==> src/inc/lsi_pkg.sv <==
// Package for the limit outputs and status indicator block.
// Assumes a 50 MHz system clock; all counts derive from it.
package lsi_pkg;

   localparam int unsigned CLK_HZ       = 50000000;
   localparam int unsigned UPD_HZ       = 3600;
   localparam int unsigned UPD_CYC      = CLK_HZ / UPD_HZ;
   localparam int unsigned SLOW_MS      = 500;
   localparam int unsigned FAST_MS      = 100;
   localparam int unsigned GAP_MS       = 1000;
   localparam int unsigned LAMP_MS      = 2000;
   localparam int unsigned SLOW_CYC     = CLK_HZ / 1000 * SLOW_MS;
   localparam int unsigned FAST_CYC     = CLK_HZ / 1000 * FAST_MS;
   localparam int unsigned GAP_CYC      = CLK_HZ / 1000 * GAP_MS;
   localparam int unsigned LAMP_CYC     = CLK_HZ / 1000 * LAMP_MS;

   localparam int unsigned NCH          = 9;
   localparam int unsigned NREC         = 32;
   localparam int unsigned DW           = 32;

   // Register word offsets (byte addresses)
   localparam logic [7:0] A_CTRL        = 8'h00;
   localparam logic [7:0] A_STAT        = 8'h04;
   localparam logic [7:0] A_LO0         = 8'h08;
   localparam logic [7:0] A_HI0         = 8'h0c;
   localparam logic [7:0] A_LO1         = 8'h10;
   localparam logic [7:0] A_HI1         = 8'h14;
   localparam logic [7:0] A_CNT         = 8'h18;
   localparam logic [7:0] A_CH          = 8'h40;
   localparam logic [7:0] A_REC         = 8'h80;

   // Control register fields
   localparam int unsigned C_OMODE0     = 0;
   localparam int unsigned C_OMODE1     = 4;
   localparam int unsigned C_IFUN0      = 8;
   localparam int unsigned C_IFUN1      = 12;
   localparam int unsigned C_ERRCODE    = 16;
   localparam int unsigned C_FAULT      = 20;
   localparam int unsigned C_OVL        = 21;

   typedef enum logic [2:0] {
      OM_OFF   = 3'h0,
      OM_DUN   = 3'h1,
      OM_DOV   = 3'h2,
      OM_SUN   = 3'h3,
      OM_SOV   = 3'h4,
      OM_WIN   = 3'h5
   } lsi_omode_t;

   typedef enum logic [2:0] {
      IF_NONE  = 3'h0,
      IF_TARE  = 3'h1,
      IF_RTARE = 3'h2,
      IF_RLIM1 = 3'h3,
      IF_RLIM2 = 3'h4,
      IF_COPY  = 3'h5,
      IF_STOP  = 3'h6
   } lsi_ifun_t;

   typedef enum logic [1:0] {
      ST_LAMP  = 2'h0,
      ST_BOOT  = 2'h1,
      ST_RUN   = 2'h2
   } lsi_state_t;

endpackage

==> src/core/lsi_core.sv <==
// Limit outputs, PLC inputs, process data update and status LED.
// Assumes a classic Wishbone master on mclk and synchronous inputs.
//
// The Wishbone interface to the registers and the register addresses were left to the implementer.
`timescale 1ns/10ps
module lsi_core (
   input  wire logic                    mclk,
   input  wire logic                    nrst,
   input  wire logic                    opt_analog,
   input  wire logic [1:0]              plc_in,
   input  wire logic                    int_err,
   input  wire logic                    boot_done,
   input  wire logic [8*lsi_pkg::DW-1:0] amp_val,
   input  wire logic [7:0]              amp_present,
   input  wire logic [lsi_pkg::DW-1:0]  aux_val,
   input  wire logic                    aux_valid,
   output logic                         aux_ready,
   input  wire logic                    wb_cyc_i,
   input  wire logic                    wb_stb_i,
   input  wire logic                    wb_we_i,
   input  wire logic [7:0]              wb_adr_i,
   input  wire logic [3:0]              wb_sel_i,
   input  wire logic [31:0]             wb_dat_i,
   output logic [31:0]                  wb_dat_o,
   output logic                         wb_ack_o,
   output logic [1:0]                   plc_out,
   output logic                         tare_pulse,
   output logic                         tare_clr_pulse,
   output logic                         led_green,
   output logic                         led_red
);

   typedef struct packed {
      logic [31:0]             ctrl;
      logic [31:0]             lo0;
      logic [31:0]             hi0;
      logic [31:0]             lo1;
      logic [31:0]             hi1;
      logic [1:0]              s1;
      logic [1:0]              s2;
      logic [1:0]              s3;
      logic [1:0]              lat;
      logic [1:0]              outq;
      logic                    tare;
      logic                    rtare;
      logic [31:0]             rdat;
      logic                    ack;
      logic [15:0]             upd;
      logic [4:0]              wp;
      logic [31:0]             cnt;
      // Two-entry buffer for auxiliary samples
      logic [1:0][31:0]        bd;
      logic [1:0]              bv;
      logic                    brp;
      logic                    bwp;
      logic                    rdy;
      lsi_pkg::lsi_state_t     st;
      logic [26:0]             ph;
      logic [26:0]             lamp;
      logic [3:0]              burst;
      logic                    bon;
      logic                    gap;
      logic                    grn;
      logic                    red;
   } lsi_st_t;

   lsi_st_t s_reg;
   lsi_st_t s_next;

   logic [31:0] ch_reg [lsi_pkg::NCH];
   logic [31:0] rec_reg [lsi_pkg::NREC];

   logic [31:0] aux_cur;
   logic [1:0]  rise;
   logic [1:0]  hit;
   logic        stopped;
   logic        fired;
   logic        slow_t;
   logic        fast_t;

   always_comb begin
      aux_cur = s_reg.bd[s_reg.brp];
      // Edge taken past the second stage, so a metastable first stage
      // never reaches the input functions
      rise    = s_reg.s2 & ~s_reg.s3;
      stopped = 1'b0;
      for (int i = 0; i < 2; i++) begin
         if (s_reg.ctrl[lsi_pkg::C_IFUN0 + 4*i +: 3] == lsi_pkg::IF_STOP
             && s_reg.s2[i])
            stopped = opt_analog;
      end
   end

   genvar g;
   generate
      for (g = 0; g < 2; g++) begin : g_lim
         logic [2:0]  md;
         logic [31:0] lo;
         logic [31:0] hi;
         logic [31:0] v;
         assign md = s_reg.ctrl[lsi_pkg::C_OMODE0 + 4*g +: 3];
         assign lo = (g == 0) ? s_reg.lo0 : s_reg.lo1;
         assign hi = (g == 0) ? s_reg.hi0 : s_reg.hi1;
         assign v  = ch_reg[0];
         always_comb begin
            case (md)
               lsi_pkg::OM_DUN,
               lsi_pkg::OM_SUN: hit[g] = $signed(v) < $signed(lo);
               lsi_pkg::OM_DOV,
               lsi_pkg::OM_SOV: hit[g] = $signed(v) > $signed(hi);
               lsi_pkg::OM_WIN: hit[g] = $signed(v) >= $signed(lo)
                                      && $signed(v) <= $signed(hi);
               default:         hit[g] = 1'b0;
            endcase
         end
      end
   endgenerate

   always_comb begin
      s_next = s_reg;
      s_next.ack = 1'b0;
      s_next.tare = 1'b0;
      s_next.rtare = 1'b0;
      s_next.s1 = plc_in;
      s_next.s2 = s_reg.s1;
      s_next.s3 = s_reg.s2;
      fired = 1'b0;

      // Wishbone slave, one wait state
      if (wb_cyc_i && wb_stb_i && !s_reg.ack) begin
         s_next.ack = 1'b1;
         s_next.rdat = 32'h0;
         if (wb_we_i) begin
            for (int b = 0; b < 4; b++) begin
               if (wb_sel_i[b]) begin
                  case (wb_adr_i)
                     lsi_pkg::A_CTRL: s_next.ctrl[8*b +: 8] = wb_dat_i[8*b +: 8];
                     lsi_pkg::A_LO0:  s_next.lo0[8*b +: 8]  = wb_dat_i[8*b +: 8];
                     lsi_pkg::A_HI0:  s_next.hi0[8*b +: 8]  = wb_dat_i[8*b +: 8];
                     lsi_pkg::A_LO1:  s_next.lo1[8*b +: 8]  = wb_dat_i[8*b +: 8];
                     lsi_pkg::A_HI1:  s_next.hi1[8*b +: 8]  = wb_dat_i[8*b +: 8];
                     default: ;
                  endcase
               end
            end
         end else begin
            case (wb_adr_i)
               lsi_pkg::A_CTRL: s_next.rdat = s_reg.ctrl;
               lsi_pkg::A_STAT: s_next.rdat = {24'h0, 1'b0, stopped, s_reg.st,
                                               s_reg.lat, s_reg.outq};
               lsi_pkg::A_LO0:  s_next.rdat = s_reg.lo0;
               lsi_pkg::A_HI0:  s_next.rdat = s_reg.hi0;
               lsi_pkg::A_LO1:  s_next.rdat = s_reg.lo1;
               lsi_pkg::A_HI1:  s_next.rdat = s_reg.hi1;
               lsi_pkg::A_CNT:  s_next.rdat = s_reg.cnt;
               default: begin
                  if (wb_adr_i >= lsi_pkg::A_CH
                      && wb_adr_i < lsi_pkg::A_CH + 8'(4*lsi_pkg::NCH))
                     s_next.rdat = ch_reg[4'((wb_adr_i - lsi_pkg::A_CH) >> 2)];
                  else if (wb_adr_i >= lsi_pkg::A_REC)
                     s_next.rdat = rec_reg[5'((wb_adr_i - lsi_pkg::A_REC) >> 2)];
               end
            endcase
         end
      end

      // Input functions on rising edge
      for (int i = 0; i < 2; i++) begin
         if (rise[i] && opt_analog) begin
            case (s_reg.ctrl[lsi_pkg::C_IFUN0 + 4*i +: 3])
               lsi_pkg::IF_TARE:  s_next.tare  = 1'b1;
               lsi_pkg::IF_RTARE: s_next.rtare = 1'b1;
               lsi_pkg::IF_RLIM1: s_next.lat[0] = 1'b0;
               lsi_pkg::IF_RLIM2: s_next.lat[1] = 1'b0;
               default: ;
            endcase
         end
      end

      for (int i = 0; i < 2; i++) begin
         case (s_reg.ctrl[lsi_pkg::C_OMODE0 + 4*i +: 3])
            lsi_pkg::OM_SUN, lsi_pkg::OM_SOV: begin
               if (hit[i])
                  s_next.lat[i] = 1'b1;
               s_next.outq[i] = s_next.lat[i];
            end
            default: begin
               s_next.lat[i] = 1'b0;
               s_next.outq[i] = hit[i];
            end
         endcase
         if (s_reg.ctrl[lsi_pkg::C_IFUN0 + 4*i +: 3] == lsi_pkg::IF_COPY)
            s_next.outq[i] = s_reg.s2[i];
         if (!opt_analog) begin
            s_next.outq[i] = 1'b0;
            s_next.lat[i] = 1'b0;
         end
      end

      // Auxiliary buffer write side
      if (aux_valid && !s_reg.bv[s_reg.bwp]) begin
         s_next.bd[s_reg.bwp] = aux_val;
         s_next.bv[s_reg.bwp] = 1'b1;
         s_next.bwp = ~s_reg.bwp;
      end

      // Update tick; counter keeps running, but no update fires when conversion stopped
      if (s_reg.upd == 16'(lsi_pkg::UPD_CYC - 1)) begin
         s_next.upd = 16'h0;
         fired = !stopped && s_reg.st == lsi_pkg::ST_RUN;
      end else begin
         s_next.upd = s_reg.upd + 16'h1;
      end
      if (fired) begin
         s_next.wp  = s_reg.wp + 5'h1;
         s_next.cnt = s_reg.cnt + 32'h1;
         if (s_reg.bv[s_reg.brp]) begin
            s_next.bv[s_reg.brp] = 1'b0;
            s_next.brp = ~s_reg.brp;
         end
      end

      // Ready registered from the next buffer state
      s_next.rdy = ~s_next.bv[s_next.bwp];

      // Status LED
      slow_t = s_reg.ph == 27'(lsi_pkg::SLOW_CYC - 1);
      s_next.ph = slow_t ? 27'h0 : s_reg.ph + 27'h1;
      fast_t = (s_reg.ph % 27'(lsi_pkg::FAST_CYC)) == 27'h0;
      if (slow_t)
         s_next.grn = ~s_reg.grn;
      case (s_reg.st)
         lsi_pkg::ST_LAMP: begin
            s_next.lamp = s_reg.lamp + 27'h1;
            if (fast_t) begin
               s_next.grn = ~s_reg.grn;
               s_next.red = ~s_reg.grn;
            end
            if (s_reg.lamp == 27'(lsi_pkg::LAMP_CYC - 1))
               s_next.st = lsi_pkg::ST_BOOT;
         end
         lsi_pkg::ST_BOOT: begin
            s_next.red = 1'b0;
            if (fast_t)
               s_next.grn = ~s_reg.grn;
            if (boot_done)
               s_next.st = lsi_pkg::ST_RUN;
         end
         lsi_pkg::ST_RUN: begin
            s_next.red = 1'b0;
            if (int_err) begin
               s_next.grn = 1'b0;
               if (fast_t)
                  s_next.red = ~s_reg.red;
               else
                  s_next.red = s_reg.red;
            end else if (s_reg.ctrl[lsi_pkg::C_FAULT]) begin
               s_next.grn = 1'b0;
               s_next.red = s_reg.red;
               if (s_reg.gap) begin
                  s_next.red = 1'b0;
                  s_next.lamp = s_reg.lamp + 27'h1;
                  if (s_reg.lamp == 27'(lsi_pkg::GAP_CYC - 1)) begin
                     s_next.gap = 1'b0;
                     s_next.lamp = 27'h0;
                     s_next.burst = 4'h0;
                  end
               end else if (fast_t) begin
                  s_next.red = ~s_reg.red;
                  if (s_reg.red) begin
                     s_next.burst = s_reg.burst + 4'h1;
                     if (s_reg.burst + 4'h1
                         >= s_reg.ctrl[lsi_pkg::C_ERRCODE +: 4]) begin
                        s_next.gap = 1'b1;
                        s_next.lamp = 27'h0;
                     end
                  end
               end
            end else if (stopped) begin
               s_next.red = fast_t ? ~s_reg.red : s_reg.red;
            end else if (s_reg.ctrl[lsi_pkg::C_OVL]) begin
               s_next.red = s_next.grn;
            end
         end
         default: s_next.st = lsi_pkg::ST_LAMP;
      endcase
   end

   always_ff @(posedge mclk) begin
      if (!nrst) begin
         s_reg     <= '0;
         // Buffer starts empty, so ready
         s_reg.rdy <= 1'b1;
      end else begin
         s_reg <= s_next;
      end
   end

   // Live channels and record array
   // Live channels clear on reset, so limits see zero until the first
   // update; record slots need no reset as they fill in order
   always_ff @(posedge mclk) begin
      if (!nrst) begin
         for (int k = 0; k < lsi_pkg::NCH; k++)
            ch_reg[k] <= 32'h0;
      end else if (fired) begin
         ch_reg[0] <= s_reg.bv[s_reg.brp] ? aux_cur : ch_reg[0];
         for (int k = 0; k < 8; k++)
            ch_reg[k+1] <= amp_present[k] ? amp_val[32*k +: 32] : 32'h0;
         rec_reg[s_reg.wp] <= s_reg.bv[s_reg.brp] ? aux_cur : ch_reg[0];
      end
   end

   always_comb begin
      aux_ready      = s_reg.rdy;
      wb_dat_o       = s_reg.rdat;
      wb_ack_o       = s_reg.ack;
      plc_out        = s_reg.outq;
      tare_pulse     = s_reg.tare;
      tare_clr_pulse = s_reg.rtare;
      led_green      = s_reg.grn;
      led_red        = s_reg.red;
   end

endmodule // lsi_core

==> config.mk <==
export PLATFORM = sky130hd
export DESIGN_NAME = lsi_core
export DESIGN_NICKNAME = d
export VERILOG_FILES = /design/src/inc/lsi_pkg.sv /design/src/core/lsi_core.sv
export SDC_FILE = /design/constraint.sdc
export NUM_CORES = 2
export LEC_CHECK = 0
export BUFFER_PORTS_ARGS = -buffer_cell sky130_fd_sc_hd__buf_2
export CORE_AREA = 2 2 307 430
export DETAILED_ROUTE_END_ITERATION = 8
export DIE_AREA = 0 0 309 432
export GPL_TIMING_DRIVEN = 0
export PLACE_DENSITY = 0.79
export SKIP_LAST_GASP = 1
export SLEW_MARGIN = 30
export SYNTH_ARGS = -nofsm -noshare
export SYNTH_HDL_FRONTEND = slang
export SYNTH_SLANG_ARGS = --single-unit
==> constraint.sdc <==
create_clock -name mclk -period 42.4 [get_ports mclk]
set_input_delay 2.12 -clock mclk [delete_from_list [all_inputs] [get_ports mclk]]
set_output_delay 2.12 -clock mclk [all_outputs]
set_load 0.01 [all_outputs]
# Yosys cells after proc, flatten, opt, wreduce, memory -nomap -nowiden
# Memory sizes are Yosys's and may differ from the RTL's.
# Cells that the tools add are included.
# Widths: inputs -> output; s select.
[totals]
output_inout_bits = 40
mem_bits_rw = 1312
n_memories = 2
reg_bits = 390
[op_classes]
n_addsub = 8
order_cmp = 17
n_div = 1
muxes = 96
bitwise_logic = 22
n_eq_ne = 43
reduce_logical = 60
[mem_list]
columns = ["memory", "depth", "word_bits", "rd", "rd_clocked_by_memory_dff", "write_ports", "line_no", "text"]
rows = [
  ["rec_reg", 32, 32, 1, 0, 1, "lsi_core.sv:71", "logic [31:0] rec_reg [lsi_pkg::NREC];"],
  ["ch_reg", 9, 32, 2, 0, 9, "lsi_core.sv:70", "logic [31:0] ch_reg [lsi_pkg::NCH];"],
]
[op_table]
columns = ["op", "n"]
rows = [
  ["$mux 32", 24],
  ["$pmux 32 s7", 1],
  ["$mux 31", 6],
  ["$reduce_and 4->1", 20],
  ["$bwmux 64", 1],
  ["$ge 32x32->1", 2],
  ["$gt 32x32->1", 2],
  ["$le 32x32->1", 2],
  ["$lt 32x32->1", 2],
  ["$add 27x1->27 const B", 2],
  ["$pmux 27 s2", 1],
  ["$mux 1", 44],
  ["$add 32x1->32 const B", 1],
  ["$demux 32 s1", 1],
  ["$eq 3x3->1 const B", 10],
  ["$eq 27x25->1 const B", 1],
  ["$eq 27x26->1 const B", 1],
  ["$eq 27x27->1 const B", 1],
  ["$logic_not 27->1", 1],
  ["$mod 27x23->27 const B", 1],
  ["$mux 27", 1],
  ["$eq 3x2->1 const B", 8],
  ["$eq 8x5->1 const B", 3],
  ["$mux 2", 9],
  ["other kinds (40)", 102],
]

# Logic depth before layout (Yosys ltp)
[depth]
ltp_word = 12
depth_mapped = 36

# Worst setup path after synthesis
# No wires, ideal clock.
[synth_path]
path_type = "in2reg"
startpoint = "input port opt_analog"
endpoint = "memory ch_reg[0][0], enable pin"
t_required_ns = 41.064
setup_slack_ns = 18.723
cell_stages = 3
n_path_buf = 0
t_arrival_ns = 22.341
path_cell_list = "nand2_1 -> nand2_1 -> o21ai_0"
[synth_rtl]
columns = ["element", "line_no", "text"]
rows = [
  ["start: declaration", "lsi_core.sv:9", "input wire logic opt_analog,"],
  ["end: declaration", "lsi_core.sv:70", ""],
]

# Worst setup path after layout
[layout_path]
startpoint = "register s_reg[35] (netlist name)"
endpoint = "register s_reg[29] (netlist name)"
[layout_via]
elab_chain_len = 4
[layout_rtl]
columns = ["element", "line_no", "text"]
rows = [
  ["start: declaration", "lsi_core.sv:67", "lsi_st_t s_reg;"],
  ["start signal: assignment", "lsi_core.sv:295", "s_reg <= s_next;"],
  ["$mod 27x23->27", "lsi_core.sv:229", "fast_t = (s_reg.ph % 27'(lsi_pkg::FAST_CYC)) == 27'h0;"],
  ["$logic_not 27->1", "lsi_core.sv:229", ""],
  ["$ne 3x3->1 (no source line)", "-", ""],
  ["$reduce_and 6->1 (no source line)", "-", ""],
]
# Every way passes these cells.
# A chain may end at the register's enable or synchronous reset.

==> reports/metrics.yaml <==
drt:
  dr.pass1.iters: 9
  post-route-drc-count: 0
  wl_per_cell_um: 37.4
  ant_nets: 0
  routed_wl_mm: 301
  dr_total_vias: 57800
  vias_per_cell: 7.17
  drt-initial-drc-count: 9327
status:
  outcome: "finished, final reports clean"
sta:
  finalMaxSlewViolations: 0
  min_period_ns: 10.26
  fin_crit_sh_pct: 24.2
  hold_violations: 0
  worst_slew_pin_slew_ns: 1.16
  finClkSkew_ns: 0.0446
  tns_ns: 0
  hold_ws_ns: 0.450
  slew_headroom_pct: 23.0
  setup_viol: 0
  clock.fmax_mhz: 97.4
  rsz0062_at_grt: "false"
grt:
  grt_pass1_wl_mm: 412
  use_met1_pct: 51.1
  grt_usage_pct: 44.6
  grt_max_degree: 34
  met2_usage_pct: 69.3
  first_global_vias: 55500
  overflow: 0
  antenna_found_initial: 71
  globalRouteMet3Util_pct: 13.1
  grt.busiest_layer: "met2"
power:
  combPwrFrac_pct: 8.5
  switching_power_uw: 886
  leakagePower_uw: 0.0310
  power-per-cell-area_mw_per_mm2: 39.8
  intPower_uw: 2700
  vdd_drop_max_mv: 0.0472
  swShare_pct: 24.7
  clock_power_share_pct: 40.0
  pwr-share-seq_pct: 51.6
die:
  initial_core_util_pct: 59.4
  coreArea_mm2: 0.130
  ioPinCount: 391
  die_x_um: 309
  row_count: 157
  die_h_um: 432
  die_area_mm2: 0.133
critical_path:
  crit_fanout: 10
  slowest_delay_ns: 0.78
  worst-setup-path-type: "reg -> reg"
  path_common_cell: "a21oi_1"
  cp-end-kind: "register"
  startpoint_type: "register"
  cp.required_ns: 43.08
  slowest_stage: "nor4b_1"
  worstPathArrival_ns: 10.94
clocking:
  cts_tree: "yes"
  holdBufCountCts: 0
  cts_htree_levels: 4
  cts.clk_slew.worst_paths_ns: 0.06
  ctsResizeCount: 0
  clk_path_buf_depth: 3
  cts.sinks: 1702
  cts_inserted_buffers: 158
  cts_root_buf: "clkbuf_16"
  worstSkewPairLatency_ns: 0.84
  cts_setup_buffers: 0
logic_synthesis:
  syn_nets: 5962
  synth_edf_count: 1312
  yosysSeqAreaShare_pct: 61.1
  synth-seq-cells: 1702
  synthCells: 5467
  synth-main-ff-cell: "edfxtp_1"
  synthDistinctLibCells: 111
  async_flop_share_pct: 0
  syn_area_mm2: 0.0772
  ys.warnings.count: 0
  synth_area_per_cell_um2: 14.1
final_layout:
  nets: 6617
  drive_above_1_share_pct: 22.6
  largest_reg_flops: 1024
  stdcell_area_mm2: 0.0901
  stdcell_count: 8056
  syn_to_final_growth_pct: 16.7
  fill_cells: 8470
placement:
  placed_area_mm2: 0.0849
  gp_congestion: 1.04
  port_buffers: 384
  dp_cells: 7711
  dp.final_hpwl_mm: 210
hold_path:
  hold_path.class: "reg -> reg"
job:
  cap_viol_max_count: 0
==> cell usage after synthesis, types with 38 or more instances <==
cell type / n / share of area, %
inv_1: 151 / 0.73
mux2_2: 38 / 0.55
a221oi_1: 42 / 0.48
and3_1: 294 / 2.4
or3_1: 43 / 0.35
dfxtp_1: 390 / 10
mux2i_1: 318 / 4.1
a21oi_1: 201 / 1.3
edfxtp_1: 1312 / 51
nand2_1: 213 / 1.0
nand3_1: 81 / 0.53
nor3_1: 60 / 0.39
buf_1: 55 / 0.27
mux4_2: 384 / 11
xnor2_1: 54 / 0.61
nand4_1: 53 / 0.43
ha_1: 144 / 2.3
nor2_1: 494 / 2.4
xor2_1: 60 / 0.68
clkbuf_1: 252 / 1.2
o21ai_0: 167 / 1.1
and2_1: 57 / 0.46
==> power groups by stage <==
stage          clock (uW)  combinational, uW  sequential (uW)
3_5_place_dp            0                283             1880
5_1_grt              1480                308             1850
2_1_floorplan           0                138             1890
3_3_place_gp            0                242             1900
4_1_cts              1420                290             1850
6_report             1430                304             1850
==> metrics by stage <==
step           total power (uW)  util [%]  worst slack [ns]
6_report                   3590      69.3             32.14
3_5_place_dp               2170      65.3             32.48
5_1_grt                    3640      69.2             31.80
3_3_place_gp               2150      62.5             10.90
4_1_cts                    3560      69.1             32.32
2_1_floorplan              2020         -             18.72
==> per-layer routing <==
metal,wire length [um],vias up,part of all wire [%]
met5,344,-,0.11
met4,31900,24,11
met1,93100,28300,31
li1,-,22600,-
met3,38000,1565,13
met2,138000,5305,46
==> cells in the final DEF (no fill, tap or decap), drive strengths merged, types with 15 or more instances in the layout <==
cell type,n
a21o,31
nand2,214
nand3,81
nor4,20
and2,59
clkinv,59
a221o,15
nand4,53
a211oi,19
ha,144
and3,294
mux2i,318
o31ai,18
clkbuf,456
dfxtp,390
inv,161
or3,44
a221oi,43
a222oi,18
buf,603
nor2,496
diode,64
a31oi,24
edfxtp,1312
mux2,39
or4,18
mux4,384
nor2b,35
nor3,62
a311oi,22
o211ai,26
a21oi,205
xnor2,56
o21ai,183
a22oi,35
nand2b,35
xor2,60
==> kinds of logic (layout without fill, tap and decap cells) <==
| kind of cell | after synthesis | after routing | synth area share (%) |
|---|---|---|---|
| buf+inv | 519 | 1295 | 2.76 |
| other cells | 0 | 64 | 0 |
| flops | 1702 | 1702 | 61.1 |
| fa+ha+maj | 147 | 147 | 2.37 |
| mux | 741 | 741 | 15.9 |
| compound gates | 767 | 767 | 6.83 |
| simple gates | 1475 | 1475 | 9.66 |
| xor+xnor | 116 | 116 | 1.34 |
==> final timing paths <==
check / from / endpoint / slack [ns] / depth (start not counted)
setup reg to reg: s_reg[35] / s_reg[29] / 32.14 / 30
hold reg to reg: s_next[228] / s_next[226] / 0.45 / 1
setup / recovery: s_reg[35] / s_reg[29] / 32.14 / 30
hold / removal: s_next[228] / s_next[226] / 0.45 / 1
==> cell type report <==
cell class / count / area (um^2) / area share [%]
clock buffers: 198 / 4230 / 4.69
clock inverters: 83 / 752 / 0.835
multi-input cells: 3246 / 28600 / 31.7
flip-flops and latches: 1702 / 47200 / 52.4
inverters: 153 / 574 / 0.638
repair buffers: 495 / 4770 / 5.30
diodes: 64 / 160 / 0.178
well taps: 1749 / 2190 / 2.43
plain buffers: 366 / 1630 / 1.81
==> critical path: cells and delay by family (launching register included) <==
family	cells	cell delay (ns)
simple gates	11	4.10
compound gates	12	3.71
buf+inv	4	0.97
flops	1	0.39
mux	1	0.39
xor+xnor	1	0.33
fa+ha+maj	1	0.22
No activity file was read; power rests on OpenSTA's default activity.
